--- src/pkg/power_reset_pkg.sv ---
// constants, offsets and types shared by the power register block
package power_reset_pkg;

  // ----------------------------------------------------------
  // register byte offsets
  // ----------------------------------------------------------
  localparam logic [11:0] OFF_INT_ENABLE_SET = 12'h304;
  localparam logic [11:0] OFF_INT_DISABLE = 12'h308;
  localparam logic [11:0] OFF_RESET_CAUSE = 12'h400;
  localparam logic [11:0] OFF_SYSTEM_OFF = 12'h500;
  localparam logic [11:0] OFF_COMP_CONFIG = 12'h510;
  localparam logic [11:0] OFF_RETAINED = 12'h51C;
  localparam logic [11:0] OFF_INT_STATUS = 12'h600;
  localparam logic [11:0] OFF_INT_CLEAR = 12'h604;

  // ----------------------------------------------------------
  // field positions
  // ----------------------------------------------------------
  localparam int EV_SUPPLY_WARN = 0;
  localparam int EV_SLEEP_ENTER = 1;
  localparam int EV_SLEEP_EXIT = 2;
  localparam int CAUSE_PIN = 0;
  localparam int CAUSE_WATCHDOG = 1;
  localparam int CAUSE_SOFTWARE = 2;
  localparam int CAUSE_PROCESSOR_CAUSE_A = 3;
  localparam int CAUSE_OFF_GPIO = 4;
  localparam int CAUSE_OFF_DEBUG = 5;
  localparam int SYSOFF_ENTER_BIT = 0;
  localparam int COMP_ENABLE_BIT = 0;
  localparam int COMP_THRESH_LSB = 1;
  localparam int COMP_THRESH_MSB = 4;

  // ----------------------------------------------------------
  // values after reset
  // ----------------------------------------------------------
  localparam logic [2:0] INT_ENABLE_RESET = 3'h0;
  localparam logic [2:0] INT_STATUS_RESET = 3'h0;
  localparam logic [5:0] RESET_CAUSE_RESET = 6'h00;
  localparam logic [7:0] RETAINED_RESET = 8'h00;
  localparam logic [3:0] COMP_THRESH_RESET = 4'h0;

  // ----------------------------------------------------------
  // types
  // ----------------------------------------------------------
  typedef enum logic {MODE_ON, MODE_OFF} power_mode_e;

endpackage

--- src/pkg/power_retain_if.sv ---
// carrier between the register block and its retained store
`timescale 1ns/1ps
interface power_retain_if;
  logic [5:0] set_causes;   // cause pulses from reset sources
  logic [5:0] clear_causes; // write-one-to-clear mask
  logic [5:0] causes;       // stored cause flags
  logic byte_we;            // retained byte write strobe
  logic [7:0] byte_wdata;   // retained byte write value
  logic [7:0] byte_q;       // stored retained byte

  // register block side
  modport regs (output set_causes, clear_causes, byte_we, byte_wdata,
                input causes, byte_q);
  // storage side
  modport store (input set_causes, clear_causes, byte_we, byte_wdata,
                 output causes, byte_q);
endinterface

--- src/rtl/power_reset_status_regs.sv ---
// power-management register block: interrupts, reset causes, system off, comparator
//
// The address-and-strobe port was left to the implementer.
`timescale 1ns/1ps
// ------------------------------------------------------------
// Behaviour
// RQ1 - one disables warning interrupt; read shows enable
// RQ2 - one disables sleep-entry interrupt; zero ignored
// RQ3 - one disables sleep-exit interrupt; read shows enable
// RQ4 - reset causes accumulate until software clears
// RQ5 - writing one clears a cause flag
// RQ6 - no flag means power-on or brownout
// RQ7 - pin reset sets pin cause flag
// RQ8 - watchdog reset sets watchdog cause flag
// RQ9 - soft reset request sets software flag
// RQ10 - processor processor_cause_a sets processor_cause_a cause flag
// RQ11 - wake by input detect sets flag
// RQ12 - wake by debug entry sets flag
// RQ13 - writing one enters system off
// RQ14 - enable bit switches comparator on/off
// RQ15 - threshold code 4..15 selects 1.7..2.8 V
// RQ16 - retained byte survives ordinary resets
// RQ17 - enabled comparator falling supply raises warning
// RQ18 - cause flags live in reset-proof storage
// ------------------------------------------------------------
module power_reset_status_regs #(
  parameter int ADDR_W = 12 // register address width
) (
  // clock and resets
  input wire logic i_mclk,
  input wire logic i_reset,
  input wire logic i_por,
  // register port
  input wire logic [ADDR_W-1:0] i_addr,
  input wire logic [31:0] i_wdata,
  input wire logic i_wr,
  input wire logic i_rd,
  output logic [31:0] o_rdata,
  // processor sleep events
  input wire logic i_sleep_enter,
  input wire logic i_sleep_exit,
  // comparator result for the selected threshold
  input wire logic i_supply_below,
  // reset and wake sources
  input wire logic i_pin_reset,
  input wire logic i_watchdog_reset,
  input wire logic i_soft_reset_req,
  input wire logic i_processor_cause_a_reset,
  input wire logic i_off_wake_gpio,
  input wire logic i_off_wake_debug,
  // power control
  output logic o_system_off,
  output logic o_comparator_enable,
  output logic [3:0] o_comparator_threshold,
  output logic [7:0] o_retained_byte,
  // interrupt
  output logic o_irq
);

  // ----------------------------------------------------------
  // state of the block
  // ----------------------------------------------------------
  typedef struct packed {
    power_reset_pkg::power_mode_e mode; // system on or off
    logic [2:0] int_enable;  // per-event interrupt enable
    logic [2:0] status;      // sticky event flags
    logic comp_enable;       // comparator on
    logic [3:0] threshold;   // comparator threshold code
    logic below_seen;        // last qualified comparator level
    logic irq;               // registered interrupt level
    logic [31:0] rdata;      // read answer register
  } state_s;

  state_s st;      // registered state
  state_s next_st; // next state

  // ----------------------------------------------------------
  // helpers
  // ----------------------------------------------------------

  // address match against a byte offset
  function automatic logic hit(input logic [ADDR_W-1:0] addr,
                               input logic [11:0] off);
    hit = (addr == ADDR_W'(off));
  endfunction

  // write strobe qualified by address
  function automatic logic wr_hit(input logic wr,
                                  input logic [ADDR_W-1:0] addr,
                                  input logic [11:0] off);
    wr_hit = wr && hit(addr, off);
  endfunction

  // ----------------------------------------------------------
  // retained store
  // ----------------------------------------------------------
  power_retain_if rif ();

  retention_store u_store (
    .i_mclk (i_mclk),
    .i_por (i_por),
    .rif (rif)
  );

  // cause pulses gathered into the stored layout
  logic [5:0] cause_set;

  // collect reset and wake sources
  always_comb begin
    cause_set = 6'h00;
    // RQ7 pin reset flag
    cause_set[power_reset_pkg::CAUSE_PIN] = i_pin_reset;
    // RQ8 watchdog reset flag
    cause_set[power_reset_pkg::CAUSE_WATCHDOG] = i_watchdog_reset;
    // RQ9 soft request flag
    cause_set[power_reset_pkg::CAUSE_SOFTWARE] = i_soft_reset_req;
    // RQ10 processor_cause_a reset flag
    cause_set[power_reset_pkg::CAUSE_PROCESSOR_CAUSE_A] = i_processor_cause_a_reset;
    // RQ11 wake by detect
    cause_set[power_reset_pkg::CAUSE_OFF_GPIO] = i_off_wake_gpio;
    // RQ12 wake by debug
    cause_set[power_reset_pkg::CAUSE_OFF_DEBUG] = i_off_wake_debug;
  end

  // RQ6 no source, no flag
  assign rif.set_causes = cause_set;

  // RQ5 clear mask from writes
  assign rif.clear_causes =
    (!i_reset && wr_hit(i_wr, i_addr, power_reset_pkg::OFF_RESET_CAUSE))
    ? i_wdata[5:0] : 6'h00;

  // retained byte write, blocked while in reset
  assign rif.byte_we =
    !i_reset && wr_hit(i_wr, i_addr, power_reset_pkg::OFF_RETAINED);
  assign rif.byte_wdata = i_wdata[7:0];

  // ----------------------------------------------------------
  // event detection
  // ----------------------------------------------------------
  logic below_now; // comparator level seen while enabled
  logic [2:0] ev;  // one-cycle event pulses

  // events of this cycle
  always_comb begin
    below_now = st.comp_enable && i_supply_below;
    ev = 3'h0;
    // RQ17 warning on falling supply
    ev[power_reset_pkg::EV_SUPPLY_WARN] = below_now && !st.below_seen;
    ev[power_reset_pkg::EV_SLEEP_ENTER] = i_sleep_enter;
    ev[power_reset_pkg::EV_SLEEP_EXIT] = i_sleep_exit;
  end

  // ----------------------------------------------------------
  // next state
  // ----------------------------------------------------------
  always_comb begin
    next_st = st;
    next_st.below_seen = below_now;

    // enable set register
    if (wr_hit(i_wr, i_addr, power_reset_pkg::OFF_INT_ENABLE_SET)) begin
      next_st.int_enable = st.int_enable | i_wdata[2:0];
    end

    // RQ1 disable warning interrupt
    // RQ2 disable sleep entry
    // RQ3 disable sleep exit
    if (wr_hit(i_wr, i_addr, power_reset_pkg::OFF_INT_DISABLE)) begin
      next_st.int_enable = st.int_enable & ~i_wdata[2:0];
    end

    // sticky status: new events win over the clear
    if (wr_hit(i_wr, i_addr, power_reset_pkg::OFF_INT_CLEAR)) begin
      next_st.status = (st.status & ~i_wdata[2:0]) | ev;
    end else begin
      next_st.status = st.status | ev;
    end

    // RQ13 enter system off
    if (wr_hit(i_wr, i_addr, power_reset_pkg::OFF_SYSTEM_OFF) &&
        i_wdata[power_reset_pkg::SYSOFF_ENTER_BIT]) begin
      next_st.mode = power_reset_pkg::MODE_OFF;
    end

    // RQ14 comparator enable bit
    // RQ15 threshold code stored
    if (wr_hit(i_wr, i_addr, power_reset_pkg::OFF_COMP_CONFIG)) begin
      next_st.comp_enable = i_wdata[power_reset_pkg::COMP_ENABLE_BIT];
      next_st.threshold =
        i_wdata[power_reset_pkg::COMP_THRESH_MSB:power_reset_pkg::COMP_THRESH_LSB];
    end

    // RQ17 enabled status drives interrupt
    next_st.irq = |(next_st.status & next_st.int_enable);

    // read answer, valid only the cycle after the strobe
    next_st.rdata = 32'h0000_0000;
    if (i_rd) begin
      case (i_addr)
        // enable state seen through both enable registers
        ADDR_W'(power_reset_pkg::OFF_INT_ENABLE_SET): begin
          next_st.rdata[2:0] = st.int_enable;
        end
        // RQ1 read shows enable state
        ADDR_W'(power_reset_pkg::OFF_INT_DISABLE): begin
          next_st.rdata[2:0] = st.int_enable;
        end
        // RQ4 accumulated causes
        ADDR_W'(power_reset_pkg::OFF_RESET_CAUSE): begin
          next_st.rdata[5:0] = rif.causes;
        end
        // comparator configuration readback
        ADDR_W'(power_reset_pkg::OFF_COMP_CONFIG): begin
          next_st.rdata[power_reset_pkg::COMP_ENABLE_BIT] = st.comp_enable;
          next_st.rdata[power_reset_pkg::COMP_THRESH_MSB:
                        power_reset_pkg::COMP_THRESH_LSB] = st.threshold;
        end
        // RQ16 retained byte
        ADDR_W'(power_reset_pkg::OFF_RETAINED): begin
          next_st.rdata[7:0] = rif.byte_q;
        end
        // sticky event flags
        ADDR_W'(power_reset_pkg::OFF_INT_STATUS): begin
          next_st.rdata[2:0] = st.status;
        end
        // write-only and unmapped read zero
        default: begin
          next_st.rdata = 32'h0000_0000;
        end
      endcase
    end
  end

  // ----------------------------------------------------------
  // state register
  // ----------------------------------------------------------

  // system reset returns all but the retained store
  always_ff @(posedge i_mclk or posedge i_reset) begin
    if (i_reset) begin
      st.mode <= power_reset_pkg::MODE_ON;
      st.int_enable <= power_reset_pkg::INT_ENABLE_RESET;
      st.status <= power_reset_pkg::INT_STATUS_RESET;
      st.comp_enable <= 1'b0;
      st.threshold <= power_reset_pkg::COMP_THRESH_RESET;
      st.below_seen <= 1'b0;
      st.irq <= 1'b0;
      st.rdata <= 32'h0000_0000;
    end else begin
      st <= next_st;
    end
  end

  // ----------------------------------------------------------
  // outputs
  // ----------------------------------------------------------

  // mode decode, held in off until reset
  always_comb begin
    case (st.mode)
      power_reset_pkg::MODE_OFF: o_system_off = 1'b1;
      power_reset_pkg::MODE_ON: o_system_off = 1'b0;
      default: o_system_off = 1'b0;
    endcase
  end

  // flop outputs
  assign o_rdata = st.rdata;
  assign o_comparator_enable = st.comp_enable;
  assign o_comparator_threshold = st.threshold;
  assign o_retained_byte = rif.byte_q;
  assign o_irq = st.irq;

endmodule

--- src/rtl/retention_store.sv ---
// storage that survives the system reset: cause flags and retained byte
`timescale 1ns/1ps
module retention_store (
  // clock and power-on reset
  input wire logic i_mclk,
  input wire logic i_por,
  // register block link
  power_retain_if.store rif
);

  // ----------------------------------------------------------
  // state
  // ----------------------------------------------------------
  typedef struct packed {
    logic [5:0] causes; // accumulated reset causes
    logic [7:0] gp;     // general retained byte
  } keep_s;

  keep_s st;      // registered copy
  keep_s next_st; // next value

  // next value: causes accumulate, set beats clear
  always_comb begin
    next_st = st;
    // RQ4 cumulative sticky flags
    // RQ5 ones clear, zeros keep
    next_st.causes = (st.causes & ~rif.clear_causes) | rif.set_causes;
    // RQ16 byte kept across resets
    if (rif.byte_we) begin
      next_st.gp = rif.byte_wdata;
    end
  end

  // RQ18 only power-on clears this
  always_ff @(posedge i_mclk or posedge i_por) begin
    if (i_por) begin
      st <= {power_reset_pkg::RESET_CAUSE_RESET, power_reset_pkg::RETAINED_RESET};
    end else begin
      st <= next_st;
    end
  end

  // outputs straight from the store
  assign rif.causes = st.causes;
  assign rif.byte_q = st.gp;

endmodule

--- config.mk ---
export PLATFORM = sky130hd
export DESIGN_NAME = power_reset_status_regs
export DESIGN_NICKNAME = d
export VERILOG_FILES = /design/src/pkg/power_reset_pkg.sv /design/src/pkg/power_retain_if.sv /design/src/rtl/power_reset_status_regs.sv /design/src/rtl/retention_store.sv
export SDC_FILE = /design/constraint.sdc
export NUM_CORES = 1
export LEC_CHECK = 0
export BUFFER_PORTS_ARGS = -buffer_cell sky130_fd_sc_hd__buf_2
export CAP_MARGIN = 30
export CORE_ASPECT_RATIO = 1.2
export CORE_UTILIZATION = 30
export CTS_CLUSTER_SIZE = 10
export DETAILED_ROUTE_END_ITERATION = 6
export HOLD_SLACK_MARGIN = 0.05
export PLACE_DENSITY = 0.67
export SYNTH_ARGS = -nofsm -noshare
export SYNTH_HDL_FRONTEND = slang
export SYNTH_SLANG_ARGS = --single-unit
--- constraint.sdc ---
create_clock -name i_mclk -period 1.15 [get_ports i_mclk]
set_input_delay 0.115 -clock i_mclk [delete_from_list [all_inputs] [get_ports i_mclk]]
set_output_delay 0.115 -clock i_mclk [all_outputs]
set_load 0.02 [all_outputs]
==> reports/qor.json, run 1 <==
{
  "critical_path": {
    "criticalPathCategory": "in -> reg",
    "crit_chain": "buf_8 > nor4_4 > buf_6 > and4_4 > nand2_1 > a21o_1 > a221o_1",
    "required_time_at_the_worst_slack_endpoint_ns": 1.32,
    "worstPathBufferInverterCount": 2,
    "crit_path_start_kind": "primary input",
    "critical_path_arrival_ns": 1.44,
    "end_kind": "register",
    "crit_family": "simple AND/OR/NAND/NOR gates",
    "worst_path_max_delay_cell": "sky130_fd_sc_hd__a221o_1",
    "timing.rr.start": "u_store.rif.causes[2]$_DFF_PP0_",
    "critical_path.startpoint": "i_addr[6]",
    "crit_path_max_incr_delay_ns": 0.36,
    "worstPathMaxFanout": 6
  },
  "clock_tree": {
    "cts_root_buf": "sky130_fd_sc_hd__clkbuf_8",
    "insertion_delay_ns": 0.29,
    "cts.clk_slew.worst_paths_ns": 0.07,
    "numClockSinks": 36,
    "cts-buffers-inserted": 5,
    "cts_buffer_depth": 2,
    "ctsHtreeMaxLevel": 2,
    "tritoncts": "done"
  },
  "sta": {
    "unrepaired_setup_endpoints_after_global_routing": "yes",
    "max_slew.worst_pin.slew_ns": 0.578,
    "achievable-frequency_ghz": 0.784,
    "clock_period_minus_worst_slack_ns": 1.28,
    "final_critical_path_setup_slack_ns": -0.125,
    "hold_ws_ns": 0.0534,
    "slew_viol_final": 0,
    "final.setup_skew_ns": 0.00552,
    "setup_total_neg_slack_ns": -1.07,
    "final_min_period_over_clock_period_pct": 111,
    "finalHoldViolCount": 0,
    "setup_viol": 17,
    "timing.slew.headroom_pct": 61.4
  },
  "min_path": {
    "hold_class": "in -> reg",
    "hold_path_startpoint": "i_wdata[7]"
  },
  "die": {
    "placeableCoreArea_sq_mm": 0.00613,
    "floorplan.rows": 31,
    "start_util_pct": 31.7,
    "dieArea_sq_mm": 0.00681,
    "die_x_um": 75.5,
    "chipHeight_um": 90.2,
    "ios": 105
  },
  "synthesis": {
    "syn-instance-count": 177,
    "post-synth-top-area-cell": "sky130_fd_sc_hd__dfrtp_1",
    "yosys_warnings": 0,
    "syn-cell-area_sq_mm": 0.00194,
    "post_synth.cell_area_avg_sq_um": 11.0,
    "synthMostInstantiatedCell": "sky130_fd_sc_hd__buf_4",
    "synth.area.top_cells": "sky130_fd_sc_hd__dfrtp_1 (46%), sky130_fd_sc_hd__buf_4 (14%), sky130_fd_sc_hd__mux2_2 (8.7%), sky130_fd_sc_hd__nand2_1 (2.9%), sky130_fd_sc_hd__a21o_1 (2.7%)",
    "synth-seq-area-share_pct": 46.3,
    "synth_top_cell_area_share_pct": 46.3,
    "edff_count_synth": 0,
    "ys_dominant_reg_cell": "sky130_fd_sc_hd__dfrtp_1",
    "ys_ff_latch": 36,
    "ys_top_cells_by_count": "sky130_fd_sc_hd__buf_4 (37), sky130_fd_sc_hd__dfrtp_1 (36), sky130_fd_sc_hd__mux2_2 (15), sky130_fd_sc_hd__nand2_1 (15), sky130_fd_sc_hd__inv_1 (8)",
    "synth.lib_cells_used.distinct": 38,
    "postSynth.asyncResetShare_pct": 100
  },
  "global_route": {
    "pin_count_of_the_biggest_net_entering_global_routing": 23,
    "global_route_wire_length_before_repair_um": 7850,
    "globalRoute.totalOverflow": 0,
    "antenna_found_initial": 0,
    "first_global_vias": 1592,
    "global_route.usage.total_pct": 15.2
  },
  "finish": {
    "drive_gt1_share_pct": 50.6,
    "area.growth.synth_to_final_pct": 41.6,
    "finish.net_count": 324,
    "post-route-cell-area_sq_mm": 0.00275,
    "num_antenna_cells": 0,
    "fin_util_pct": 44.9
  },
  "power_and_ir_drop": {
    "pwr-share-comb_pct": 13.9,
    "power.density_cell_area_mw_per_mm2": 930,
    "total_power_mw": 2.56,
    "share_clk_of_total_power_pct": 36.4,
    "power.switching_fraction_pct": 25.6,
    "ir_drop_worst_case_vdd_mv": 0.436,
    "power_switching_uw": 655,
    "seq_power_share_pct": 49.7,
    "cell_internal_pwr_mw": 1.91,
    "total_leakage_power_nw": 1.37
  },
  "outcome": {
    "violations": "setup timing",
    "status": "finished, violations left"
  },
  "detailed_routing": {
    "post_drt_wl_per_cell_um": 13.6,
    "vias": 1560,
    "drt_iter0_markers": 50,
    "wl_um": 4730,
    "avgViaCountPerCell": 4.47,
    "final_antenna_net_count": 0,
    "detail_route.first_pass.iterations": 4,
    "route.detailed.drc": 0
  },
  "placed_design": {
    "place.detailed.hpwl_um": 3610,
    "gp_routability_congestion": 0.874,
    "port-buffer-count": 56,
    "cell_area_after_placement_sq_mm": 0.00236
  },
  "job": {
    "maxCapViolations": 0
  }
}
power by group through the flow:
| stage | combinational (mW) | sequential (mW) | clock (mW) |
|---|---|---|---|
| after floorplan | 0.204 | 1.30 | 0 |
| after global routing | 0.389 | 1.27 | 1.02 |
| after detailed placement | 0.294 | 1.30 | 0 |
| after global placement | 0.290 | 1.30 | 0 |
| final | 0.357 | 1.27 | 0.932 |
| after CTS | 0.342 | 1.27 | 0.952 |
cells in the final DEF (no fill, tap or decap), drive strengths merged:
master and n:
and4 2, and3 3, a21o 7, nor2b 4, and2 1, nor3b 2, and4bb 2, o2bb2a 1
o31ai 1, nor4bb 1, nand2 15, nor2 7, o2bb2ai 1, a221o 1, buf 87, a222oi 4
a31o 2, nor4b 1, a21oi 3, o21ai 3, xor2 1, a31oi 1, nand4 4, dfrtp 36
nor4 2, clkbuf 7, a221oi 1, a22oi 1, inv 8, conb 24, nand3 4, mux2i 2
dlygate4sd3 10, nor3 2, mux2 15, clkinvlp 1
stage by stage:
step           std cells  setup slack, ns
6_report             349           -0.125
5_1_grt              349           -0.202
4_1_cts              349           -0.132
3_5_place_dp         327           -0.475
3_3_place_gp         327           -0.433
2_1_floorplan        200           -0.411
flip-flops by register name, indices dropped and copies added, names as in the netlist:
signal,cells
o_comparator_enable,1
o_comparator_threshold,4
o_irq,1
o_rdata,8
st,8
u_store.rif.byte_q,8
u_store.rif.causes,6
layout make-up:
type	count	area [sq um]
clock inverter	1	7.51
tap	82	103
multi-input combinational	118	943
timing repair buffer	97	682
fill	612	3380
sequential	36	901
inverter	8	30.0
clock buffer	7	86.3
cell families (layout without fill, tap and decap cells):
| kind of cell | Yosys count | in the layout | share of synthesized area [%] |
|---|---|---|---|
| flops | 36 | 36 | 46.3 |
| other cells | 1 | 24 | 0.193 |
| simple gates | 50 | 50 | 17.0 |
| compound gates | 26 | 26 | 10.2 |
| buf+inv | 46 | 113 | 16.1 |
| mux | 17 | 17 | 9.72 |
| xor+xnor | 1 | 1 | 0.451 |
per-layer routing:
metal  GRT usage (%)  part of all wire, %  vias up
li1                -                    -      746
met1            19.2                   40      748
met2            25.1                   52       59
met3            3.81                  5.9        7
met4            4.78                  1.6        0
met5               0                    0        -
timing repair:
| action | in CTS | in global routing |
|---|---|---|
| endpoints found under the hold margin | 44 | 0 |
| hold buffers | 10 | 0 |
| gates resized for setup | 25 | 16 |
| setup buffers | 4 | 1 |
| setup endpoints to repair | 26 | 28 |
| pin swaps | 13 | 7 |
path summary, 6_finish.rpt:
check	end	slack (ns)	depth (start not counted)
min in group asynchronous	u_store.rif.byte_q[7]$_DFFE_PP0P_	0.42	3
max in group asynchronous	u_store.rif.byte_q[1]$_DFFE_PP0P_	0.35	3
min reg2reg	st[45]$_DFFE_PP0P_	0.48	1
max	o_irq$_DFF_PP0_	-0.13	7
max reg2reg	o_rdata[2]$_DFF_PP0_	-0.09	3
min	u_store.rif.byte_q[7]$_DFFE_PP0P_	0.05	2
No activity file was read; power rests on OpenSTA's default activity.
==> inputs of run 2 (changes only) <==
--- a/config.mk
+++ b/config.mk
@@ -16,3 +16,4 @@
 export SYNTH_ARGS = -nofsm -noshare
 export SYNTH_HDL_FRONTEND = slang
 export SYNTH_SLANG_ARGS = --single-unit
+export TNS_END_PERCENT = 10
==> run 2 against run 1 <==
The run still ends with setup timing left. Count of clock-buffer cells in the layout is 1 lower. Die area did not move. Via count down 1.9%. Global-route usage down 0.96 points. Worst hold slack gained 0.0052 ns. Final cell count shrank 2.0%. Setup slack better by 0.0044 ns. Fmax increased by 0.35%. Cell area shrank 5.6%. First-iteration DRC count unchanged. Routed wire length shrank 3.3%. Critical endpoint is now o_rdata[0]$_DFF_PP0_.
==> reports/qor.json, run 2 (synthesis results as in run 1) <==
{
  "clock_tree": {
    "cts_buffer_depth": {"value": 2, "change": "unchanged"},
    "cts-buffers-inserted": {"value": 5, "change": "unchanged"},
    "ctsHtreeMaxLevel": {"value": 2, "change": "unchanged"},
    "tritoncts": "done",
    "insertion_delay": {"value": 0.29, "unit": "ns", "change": "about the same"},
    "cts.clk_slew.worst_paths": {"value": 0.07, "unit": "ns", "change": "about the same"},
    "cts_root_buf": "sky130_fd_sc_hd__clkbuf_8",
    "numClockSinks": {"value": 36, "change": "unchanged"}
  },
  "critical_path": {
    "crit_chain": "mux2_4 > a222oi_1 > a21oi_1",
    "worstPathMaxFanout": {"value": 2, "change": "-4"},
    "worst_setup_path_endpoint": "o_rdata[0]$_DFF_PP0_",
    "worst-r2r-setup-slack": {"value": -0.12, "unit": "ns", "change": "-0.03 ns"},
    "end_kind": "register",
    "crit_path_max_incr_delay": {"value": 0.38, "unit": "ns", "change": "+0.02 ns"},
    "required_time_at_the_worst_slack_endpoint": {"value": 1.30, "unit": "ns", "change": "-0.02 ns"},
    "critical_path.startpoint": "u_store.rif.causes[0]$_DFF_PP0_",
    "criticalPathCategory": "reg -> reg",
    "worst_path_max_delay_cell": "sky130_fd_sc_hd__dfrtp_1",
    "r2r.worst_path.cells": {"value": 3, "change": "unchanged"},
    "crit_path_start_kind": "register",
    "timing.rr.start": "u_store.rif.causes[0]$_DFF_PP0_",
    "critical_path_arrival": {"value": 1.43, "unit": "ns", "change": "about the same"},
    "crit-reg2reg-capture": "o_rdata[0]$_DFF_PP0_"
  },
  "detailed_routing": {
    "post_drt_wl_per_cell": {"value": 13.4, "unit": "um", "change": "-1.3%"},
    "vias": {"value": 1530, "change": "-1.9%"},
    "wl": {"value": 4570, "unit": "um", "change": "-3.3%"},
    "avgViaCountPerCell": {"value": 4.47, "change": "about the same"},
    "detail_route.first_pass.iterations": {"value": 5, "change": "+1"},
    "drt_iter0_markers": {"value": 50, "change": "unchanged"},
    "final_antenna_net_count": {"value": 0, "change": "unchanged"},
    "route.detailed.drc": {"value": 0, "change": "unchanged"}
  },
  "die": {
    "floorplan.rows": {"value": 31, "change": "unchanged"},
    "placeableCoreArea": {"value": 0.00613, "unit": "sq mm", "change": "unchanged"},
    "chipHeight": {"value": 90.2, "unit": "um", "change": "unchanged"},
    "die_x": {"value": 75.5, "unit": "um", "change": "unchanged"},
    "ios": {"value": 105, "change": "unchanged"},
    "start_util": {"value": 31.7, "unit": "%", "change": "unchanged"},
    "dieArea": {"value": 0.00681, "unit": "sq mm", "change": "unchanged"}
  },
  "placed_design": {
    "place.detailed.hpwl": {"value": 3550, "unit": "um", "change": "-1.6%"},
    "gp_routability_congestion": {"value": 0.800, "change": "-8.4%"},
    "worst_setup_timing_slack_at_the_placement_stage": {"value": -0.584, "unit": "ns", "change": "-0.109 ns"},
    "port-buffer-count": {"value": 56, "change": "unchanged"}
  },
  "outcome": {
    "status": "finished, violations left",
    "violations": "setup timing"
  },
  "finish": {
    "num_antenna_cells": {"value": 0, "change": "unchanged"},
    "layout.cells.most_common": "sky130_fd_sc_hd__buf_2",
    "most-common-layout-cells": "sky130_fd_sc_hd__buf_2 (54), sky130_fd_sc_hd__dfrtp_1 (36), sky130_fd_sc_hd__conb_1 (24), sky130_fd_sc_hd__buf_4 (24)",
    "drive_gt1_share": {"value": 46.2, "unit": "%", "change": "-4.4 points"},
    "finish.net_count": {"value": 317, "change": "-2.2%"},
    "area.growth.synth_to_final_pct": 33.7
  },
  "sta": {
    "final.setup_skew": {"value": 0.00266, "unit": "ns", "change": "-0.00286 ns"},
    "finalHoldViolCount": {"value": 0, "change": "unchanged"},
    "final_critical_path_setup_slack": {"value": -0.121, "unit": "ns", "change": "+0.00444 ns"},
    "unrepaired_setup_endpoints_after_global_routing": "yes",
    "final_min_period_over_clock_period": {"value": 111, "unit": "%", "change": "-0.39 points"},
    "slew_viol_final": {"value": 0, "change": "unchanged"},
    "setup_viol": {"value": 22, "change": "+5"},
    "achievable-frequency": {"value": 0.787, "unit": "GHz", "change": "+0.35%"},
    "max_slew.worst_pin.slew": {"value": 0.553, "unit": "ns", "change": "-0.0251 ns"},
    "clock_period_minus_worst_slack": {"value": 1.27, "unit": "ns", "change": "-0.00444 ns"},
    "timing.slew.headroom": {"value": 63.1, "unit": "%", "change": "+1.7 points"},
    "hold_ws": {"value": 0.0585, "unit": "ns", "change": "+0.00517 ns"}
  },
  "global_route": {
    "global_route.usage.total": {"value": 14.3, "unit": "%", "change": "-0.96 points"},
    "global_route_wire_length_before_repair": {"value": 7280, "unit": "um", "change": "-7.3%"},
    "first_global_vias": {"value": 1518, "change": "-4.6%"},
    "antenna_found_initial": {"value": 0, "change": "unchanged"},
    "globalRoute.totalOverflow": {"value": 0, "change": "unchanged"},
    "pin_count_of_the_biggest_net_entering_global_routing": {"value": 23, "change": "unchanged"}
  },
  "power_and_ir_drop": {
    "ir_drop_worst_case_vdd": {"value": 0.526, "unit": "mV", "change": "+21%"},
    "total_leakage_power": {"value": 1.31, "unit": "nW", "change": "-4.8%"},
    "power.density_cell_area": {"value": 1030, "unit": "mW/mm^2", "change": "+11%"},
    "total_power": {"value": 2.68, "unit": "mW", "change": "+4.7%"}
  },
  "min_path": {
    "hold_class": "in -> reg"
  },
  "job": {
    "maxCapViolations": {"value": 0, "change": "unchanged"}
  }
}
==> run 2: cell count changes in the layout (fill, tap and decap cells not counted), moves of 2 or more <==
cell	delta
sky130_fd_sc_hd__mux2_2	+2
sky130_fd_sc_hd__nand2_2	-3
sky130_fd_sc_hd__nand2_4	-2
sky130_fd_sc_hd__buf_8	-2
sky130_fd_sc_hd__buf_4	-4
sky130_fd_sc_hd__nor2_1	+2
sky130_fd_sc_hd__nor2_4	-3
sky130_fd_sc_hd__buf_6	-6
sky130_fd_sc_hd__nand2_1	+5
sky130_fd_sc_hd__buf_2	+6
sky130_fd_sc_hd__mux2_4	-2
==> run 2: where the power goes <==
group          internal [mW]  total [mW]  switching (mW)
logic                  0.126       0.321           0.195
registers               1.27        1.27         0.00265
clock network          0.643        1.09           0.444
total                   2.04        2.68           0.642
==> run 2: layer usage <==
metal | global-route usage [%] | vias up | part of all wire [%]
met5 | 0 | - | 0
met4 | 3.70 | 0 | 0.87
li1 | - | 733 | -
met1 | 17.9 | 743 | 43
met3 | 3.81 | 5 | 5.4
met2 | 23.7 | 49 | 51
==> run 2: what timing repair did <==
item	4_1_cts	5_1_grt
endpoints found under the setup margin	26	26
resized for setup	14	5
pin swaps	25	2
hold endpoints to repair	43	0
buffers inserted	4	0
hold buffers	9	0
==> run 2: how the worst min path moves through the flow <==
stage          slack, ns                           endpoint  cells after the start        from
2_1_floorplan      0.004  u_store.rif.byte_q[0]$_DFFE_PP0P_                      1       i_por
3_3_place_gp        0.19  u_store.rif.byte_q[5]$_DFFE_PP0P_                      2       i_por
3_5_place_dp        0.20  u_store.rif.byte_q[5]$_DFFE_PP0P_                      2       i_por
4_1_cts             0.05  u_store.rif.byte_q[7]$_DFFE_PP0P_                      2  i_wdata[7]
5_1_grt             0.06  u_store.rif.byte_q[6]$_DFFE_PP0P_                      2  i_wdata[6]
6_report            0.06  u_store.rif.byte_q[7]$_DFFE_PP0P_                      2  i_wdata[7]
==> run 2: critical path: cells and delay by family, from the launching register on <==
family,cells,cell delay [ns]
AO/OA/AOI/OAI,2,0.48
flip-flops,1,0.38
multiplexers,1,0.27
==> run 2: layout make-up <==
type / count / area (sq um)
Sequential cell: 36 / 901
Multi-Input combinational cell: 118 / 883
Tap cell: 82 / 103
Fill cell: 599 / 3530
Clock inverter: 2 / 35.0
Clock buffer: 6 / 72.6
Timing Repair Buffer: 90 / 574
Inverter: 8 / 30.0
==> run 2: stage by stage <==
| step | utilization (%) | area (sq um) | setup TNS, ns | instances |
|---|---|---|---|---|
| CTS | 42.1 | 2580 | -1.28 | 342 |
| global placement | 37.4 | 2290 | -12.61 | 321 |
| detailed placement | 37.4 | 2290 | -13.24 | 321 |
| finish | 42.4 | 2600 | -1.34 | 342 |
| global route | 42.4 | 2600 | -2.83 | 342 |
| floorplan | - | 2040 | -7.16 | 200 |
==> inputs of run 3 (changes only) <==
--- a/config.mk
+++ b/config.mk
@@ -13,6 +13,7 @@
 export DETAILED_ROUTE_END_ITERATION = 6
 export HOLD_SLACK_MARGIN = 0.05
 export PLACE_DENSITY = 0.67
+export SLEW_MARGIN = 15
 export SYNTH_ARGS = -nofsm -noshare
 export SYNTH_HDL_FRONTEND = slang
 export SYNTH_SLANG_ARGS = --single-unit
==> constraint.sdc (replaced) <==
create_clock -name i_mclk -period 1.15 [get_ports i_mclk]
set_input_delay 0.0575 -clock i_mclk [delete_from_list [all_inputs] [get_ports i_mclk]]
set_output_delay 0.0575 -clock i_mclk [all_outputs]
set_load 0.02 [all_outputs]
==> run 3 against run 2 <==
The flow still finishes with violations (setup timing). Sequential share of layout area fell by 0.77 points. Highest routed layer unchanged. Register-to-register slack barely moved. Final cell count rose by 0.88%. Total power rose by 1.6%. Worst hold slack got worse by 0.0056 ns. Via count rose by 0.98%. Cell area rose by 2.3%. Fmax rose by 0.82%.
==> reports/qor.json, run 3 (synthesis results as in run 1) <==
{
  "detailed_routing": {
    "detail_route.first_pass.iterations": {"value": 4, "change": "-1"},
    "vias": {"value": 1545, "change": "+0.98%"},
    "final_antenna_net_count": {"value": 0, "change": "unchanged"},
    "wl": {"value": 4740, "unit": "um", "change": "+3.5%"},
    "route.detailed.drc": {"value": 0, "change": "unchanged"},
    "post_drt_wl_per_cell": {"value": 13.7, "unit": "um", "change": "+2.6%"},
    "drt_iter0_markers": {"value": 84, "change": "+68%"},
    "avgViaCountPerCell": {"value": 4.48, "change": "+0.10%"}
  },
  "critical_path": {
    "required_time_at_the_worst_slack_endpoint": {"value": 1.30, "unit": "ns", "change": "about the same"},
    "crit_chain": "mux2_4 > a222oi_1 > a21oi_1",
    "worstPathBufferInverterCount": {"value": 0, "change": "unchanged"},
    "worstPathMaxFanout": {"value": 2, "change": "unchanged"},
    "worst_path_max_delay_cell": "sky130_fd_sc_hd__dfrtp_1",
    "crit_path_max_incr_delay": {"value": 0.39, "unit": "ns", "change": "about the same"},
    "crit_path_start_kind": "register",
    "criticalPathCategory": "reg -> reg",
    "critical_path_arrival": {"value": 1.41, "unit": "ns", "change": "-0.02 ns"},
    "crit_family": "compound AO/OA/AOI/OAI gates",
    "end_kind": "register"
  },
  "sta": {
    "max_slew.worst_pin.slew": {"value": 0.560, "unit": "ns", "change": "+0.00711 ns"},
    "clock_period_minus_worst_slack": {"value": 1.26, "unit": "ns", "change": "-0.0104 ns"},
    "slew_viol_final": {"value": 0, "change": "unchanged"},
    "hold_ws": {"value": 0.0529, "unit": "ns", "change": "-0.00563 ns"},
    "achievable-frequency": {"value": 0.793, "unit": "GHz", "change": "+0.82%"},
    "final_min_period_over_clock_period": {"value": 110, "unit": "%", "change": "-0.90 points"},
    "unrepaired_setup_endpoints_after_global_routing": "yes",
    "final_critical_path_setup_slack": {"value": -0.110, "unit": "ns", "change": "+0.0104 ns"},
    "finalHoldViolCount": {"value": 0, "change": "unchanged"},
    "timing.slew.headroom": {"value": 62.6, "unit": "%", "change": "-0.47 points"},
    "final.setup_skew": {"value": 0.00631, "unit": "ns", "change": "+0.00365 ns"},
    "setup_total_neg_slack": {"value": -0.357, "unit": "ns", "change": "+0.982 ns"},
    "setup_viol": {"value": 7, "change": "-68%"}
  },
  "clock_tree": {
    "cts.clk_slew.worst_paths": {"value": 0.07, "unit": "ns", "change": "about the same"},
    "numClockSinks": {"value": 36, "change": "unchanged"},
    "ctsHtreeMaxLevel": {"value": 2, "change": "unchanged"},
    "cts_buffer_depth": {"value": 2, "change": "unchanged"},
    "cts-buffers-inserted": {"value": 5, "change": "unchanged"},
    "cts_root_buf": "sky130_fd_sc_hd__clkbuf_8",
    "tritoncts": "done",
    "insertion_delay": {"value": 0.29, "unit": "ns", "change": "about the same"}
  },
  "finish": {
    "layout.cells.most_common": "sky130_fd_sc_hd__buf_2",
    "finish.net_count": {"value": 320, "change": "+0.95%"},
    "area.growth.synth_to_final_pct": 36.7,
    "most-common-layout-cells": "sky130_fd_sc_hd__buf_2 (53), sky130_fd_sc_hd__dfrtp_1 (36), sky130_fd_sc_hd__conb_1 (24)",
    "fin_util": {"value": 43.4, "unit": "%", "change": "+0.96 points"},
    "filler_cell_count": {"value": 607, "change": "+1.3%"},
    "num_antenna_cells": {"value": 0, "change": "unchanged"},
    "multi_input_area": {"value": 883, "unit": "sq um", "change": "unchanged"},
    "regArea": {"value": 901, "unit": "sq um", "change": "unchanged"},
    "drive_gt1_share": {"value": 44.1, "unit": "%", "change": "-2.0 points"}
  },
  "placed_design": {
    "port-buffer-count": {"value": 56, "change": "unchanged"},
    "gp_routability_congestion": {"value": 0.800, "change": "about the same"},
    "place.detailed.hpwl": {"value": 3550, "unit": "um", "change": "about the same"},
    "worst_setup_timing_slack_at_the_placement_stage": {"value": -0.532, "unit": "ns", "change": "+0.0520 ns"}
  },
  "die": {
    "floorplan.rows": {"value": 31, "change": "unchanged"},
    "start_util": {"value": 31.7, "unit": "%", "change": "unchanged"},
    "dieArea": {"value": 0.00681, "unit": "sq mm", "change": "unchanged"},
    "ios": {"value": 105, "change": "unchanged"},
    "placeableCoreArea": {"value": 0.00613, "unit": "sq mm", "change": "unchanged"},
    "die_x": {"value": 75.5, "unit": "um", "change": "unchanged"},
    "chipHeight": {"value": 90.2, "unit": "um", "change": "unchanged"}
  },
  "global_route": {
    "globalRoute.totalOverflow": {"value": 0, "change": "unchanged"},
    "pin_count_of_the_biggest_net_entering_global_routing": {"value": 23, "change": "unchanged"},
    "antenna_found_initial": {"value": 0, "change": "unchanged"},
    "first_global_vias": {"value": 1568, "change": "+3.3%"},
    "global_route.usage.total": {"value": 15.0, "unit": "%", "change": "+0.77 points"},
    "global_route_wire_length_before_repair": {"value": 7730, "unit": "um", "change": "+6.3%"}
  },
  "min_path": {
    "hold_class": "in -> reg"
  },
  "outcome": {
    "status": "finished, violations left",
    "violations": "setup timing"
  },
  "power_and_ir_drop": {
    "ir_drop_worst_case_vdd": {"value": 0.517, "unit": "mV", "change": "-1.8%"},
    "power.density_cell_area": {"value": 1020, "unit": "mW/mm^2", "change": "-0.66%"},
    "total_leakage_power": {"value": 1.33, "unit": "nW", "change": "+1.7%"},
    "total_power": {"value": 2.72, "unit": "mW", "change": "+1.6%"}
  },
  "job": {
    "maxCapViolations": {"value": 0, "change": "unchanged"}
  }
}
==> run 3: timing repair <==
action | 4_1_cts | 5_1_grt
setup endpoints to repair | 26 | 26
hold buffers | 15 | 0
cloned | 0 | 0
endpoints found under the hold margin | 49 | 0
pin swaps | 21 | 4
buffers inserted | 1 | 0
gates resized for setup | 17 | 6
==> run 3: power breakdown <==
group	switching (mW)	leakage, nW	internal, mW
Clock	0.464	0.0541	0.641
Combinational	0.201	0.830	0.144
Sequential	0.00286	0.445	1.27
==> run 3: final cells by class <==
class	count	share of cell area, %
Clock buffer	5	2.59
Clock inverter	3	1.60
Inverter	8	1.13
Multi-Input combinational cell	118	33.2
Sequential cell	36	33.9
Tap cell	82	3.86
Timing Repair Buffer	93	23.7
==> run 3: worst paths after layout <==
kind | startpoint | to | slack, ns | depth (start not counted)
setup / recovery | st[39]$_DFF_PP0_ | o_rdata[0]$_DFF_PP0_ | -0.11 | 3
min in group asynchronous | i_por | u_store.rif.byte_q[6]$_DFFE_PP0P_ | 0.36 | 3
max in group asynchronous | i_por | u_store.rif.causes[3]$_DFF_PP0_ | 0.42 | 3
hold / removal | i_sleep_exit | st[41]$_DFF_PP0_ | 0.05 | 3
hold reg to reg | st[33]$_DFF_PP0_ | st[39]$_DFF_PP0_ | 0.46 | 1
setup reg to reg | st[39]$_DFF_PP0_ | o_rdata[0]$_DFF_PP0_ | -0.11 | 3
==> run 3: worst register-to-register path, cell delays in order (launching register included) <==
cell	delay, ns
sky130_fd_sc_hd__dfrtp_1	0.39
sky130_fd_sc_hd__mux2_4	0.26
sky130_fd_sc_hd__a222oi_1	0.34
sky130_fd_sc_hd__a21oi_1	0.13
==> run 3: per-layer routing <==
metal,global-route usage [%],vias up,routed length [um],part of all wire (%)
li1,-,736,-,-
met1,18.7,748,1960,41
met2,25.6,54,2460,52
met3,3.48,7,256,5.4
met4,3.86,0,60,1.3
met5,0,-,0,0
==> run 3: stage by stage <==
stage                     cell area (sq um)  std cells
after floorplan                        2040        200
after global placement                 2290        321
after detailed placement               2290        321
after CTS                              2640        345
after global routing                   2660        345
final                                  2660        345
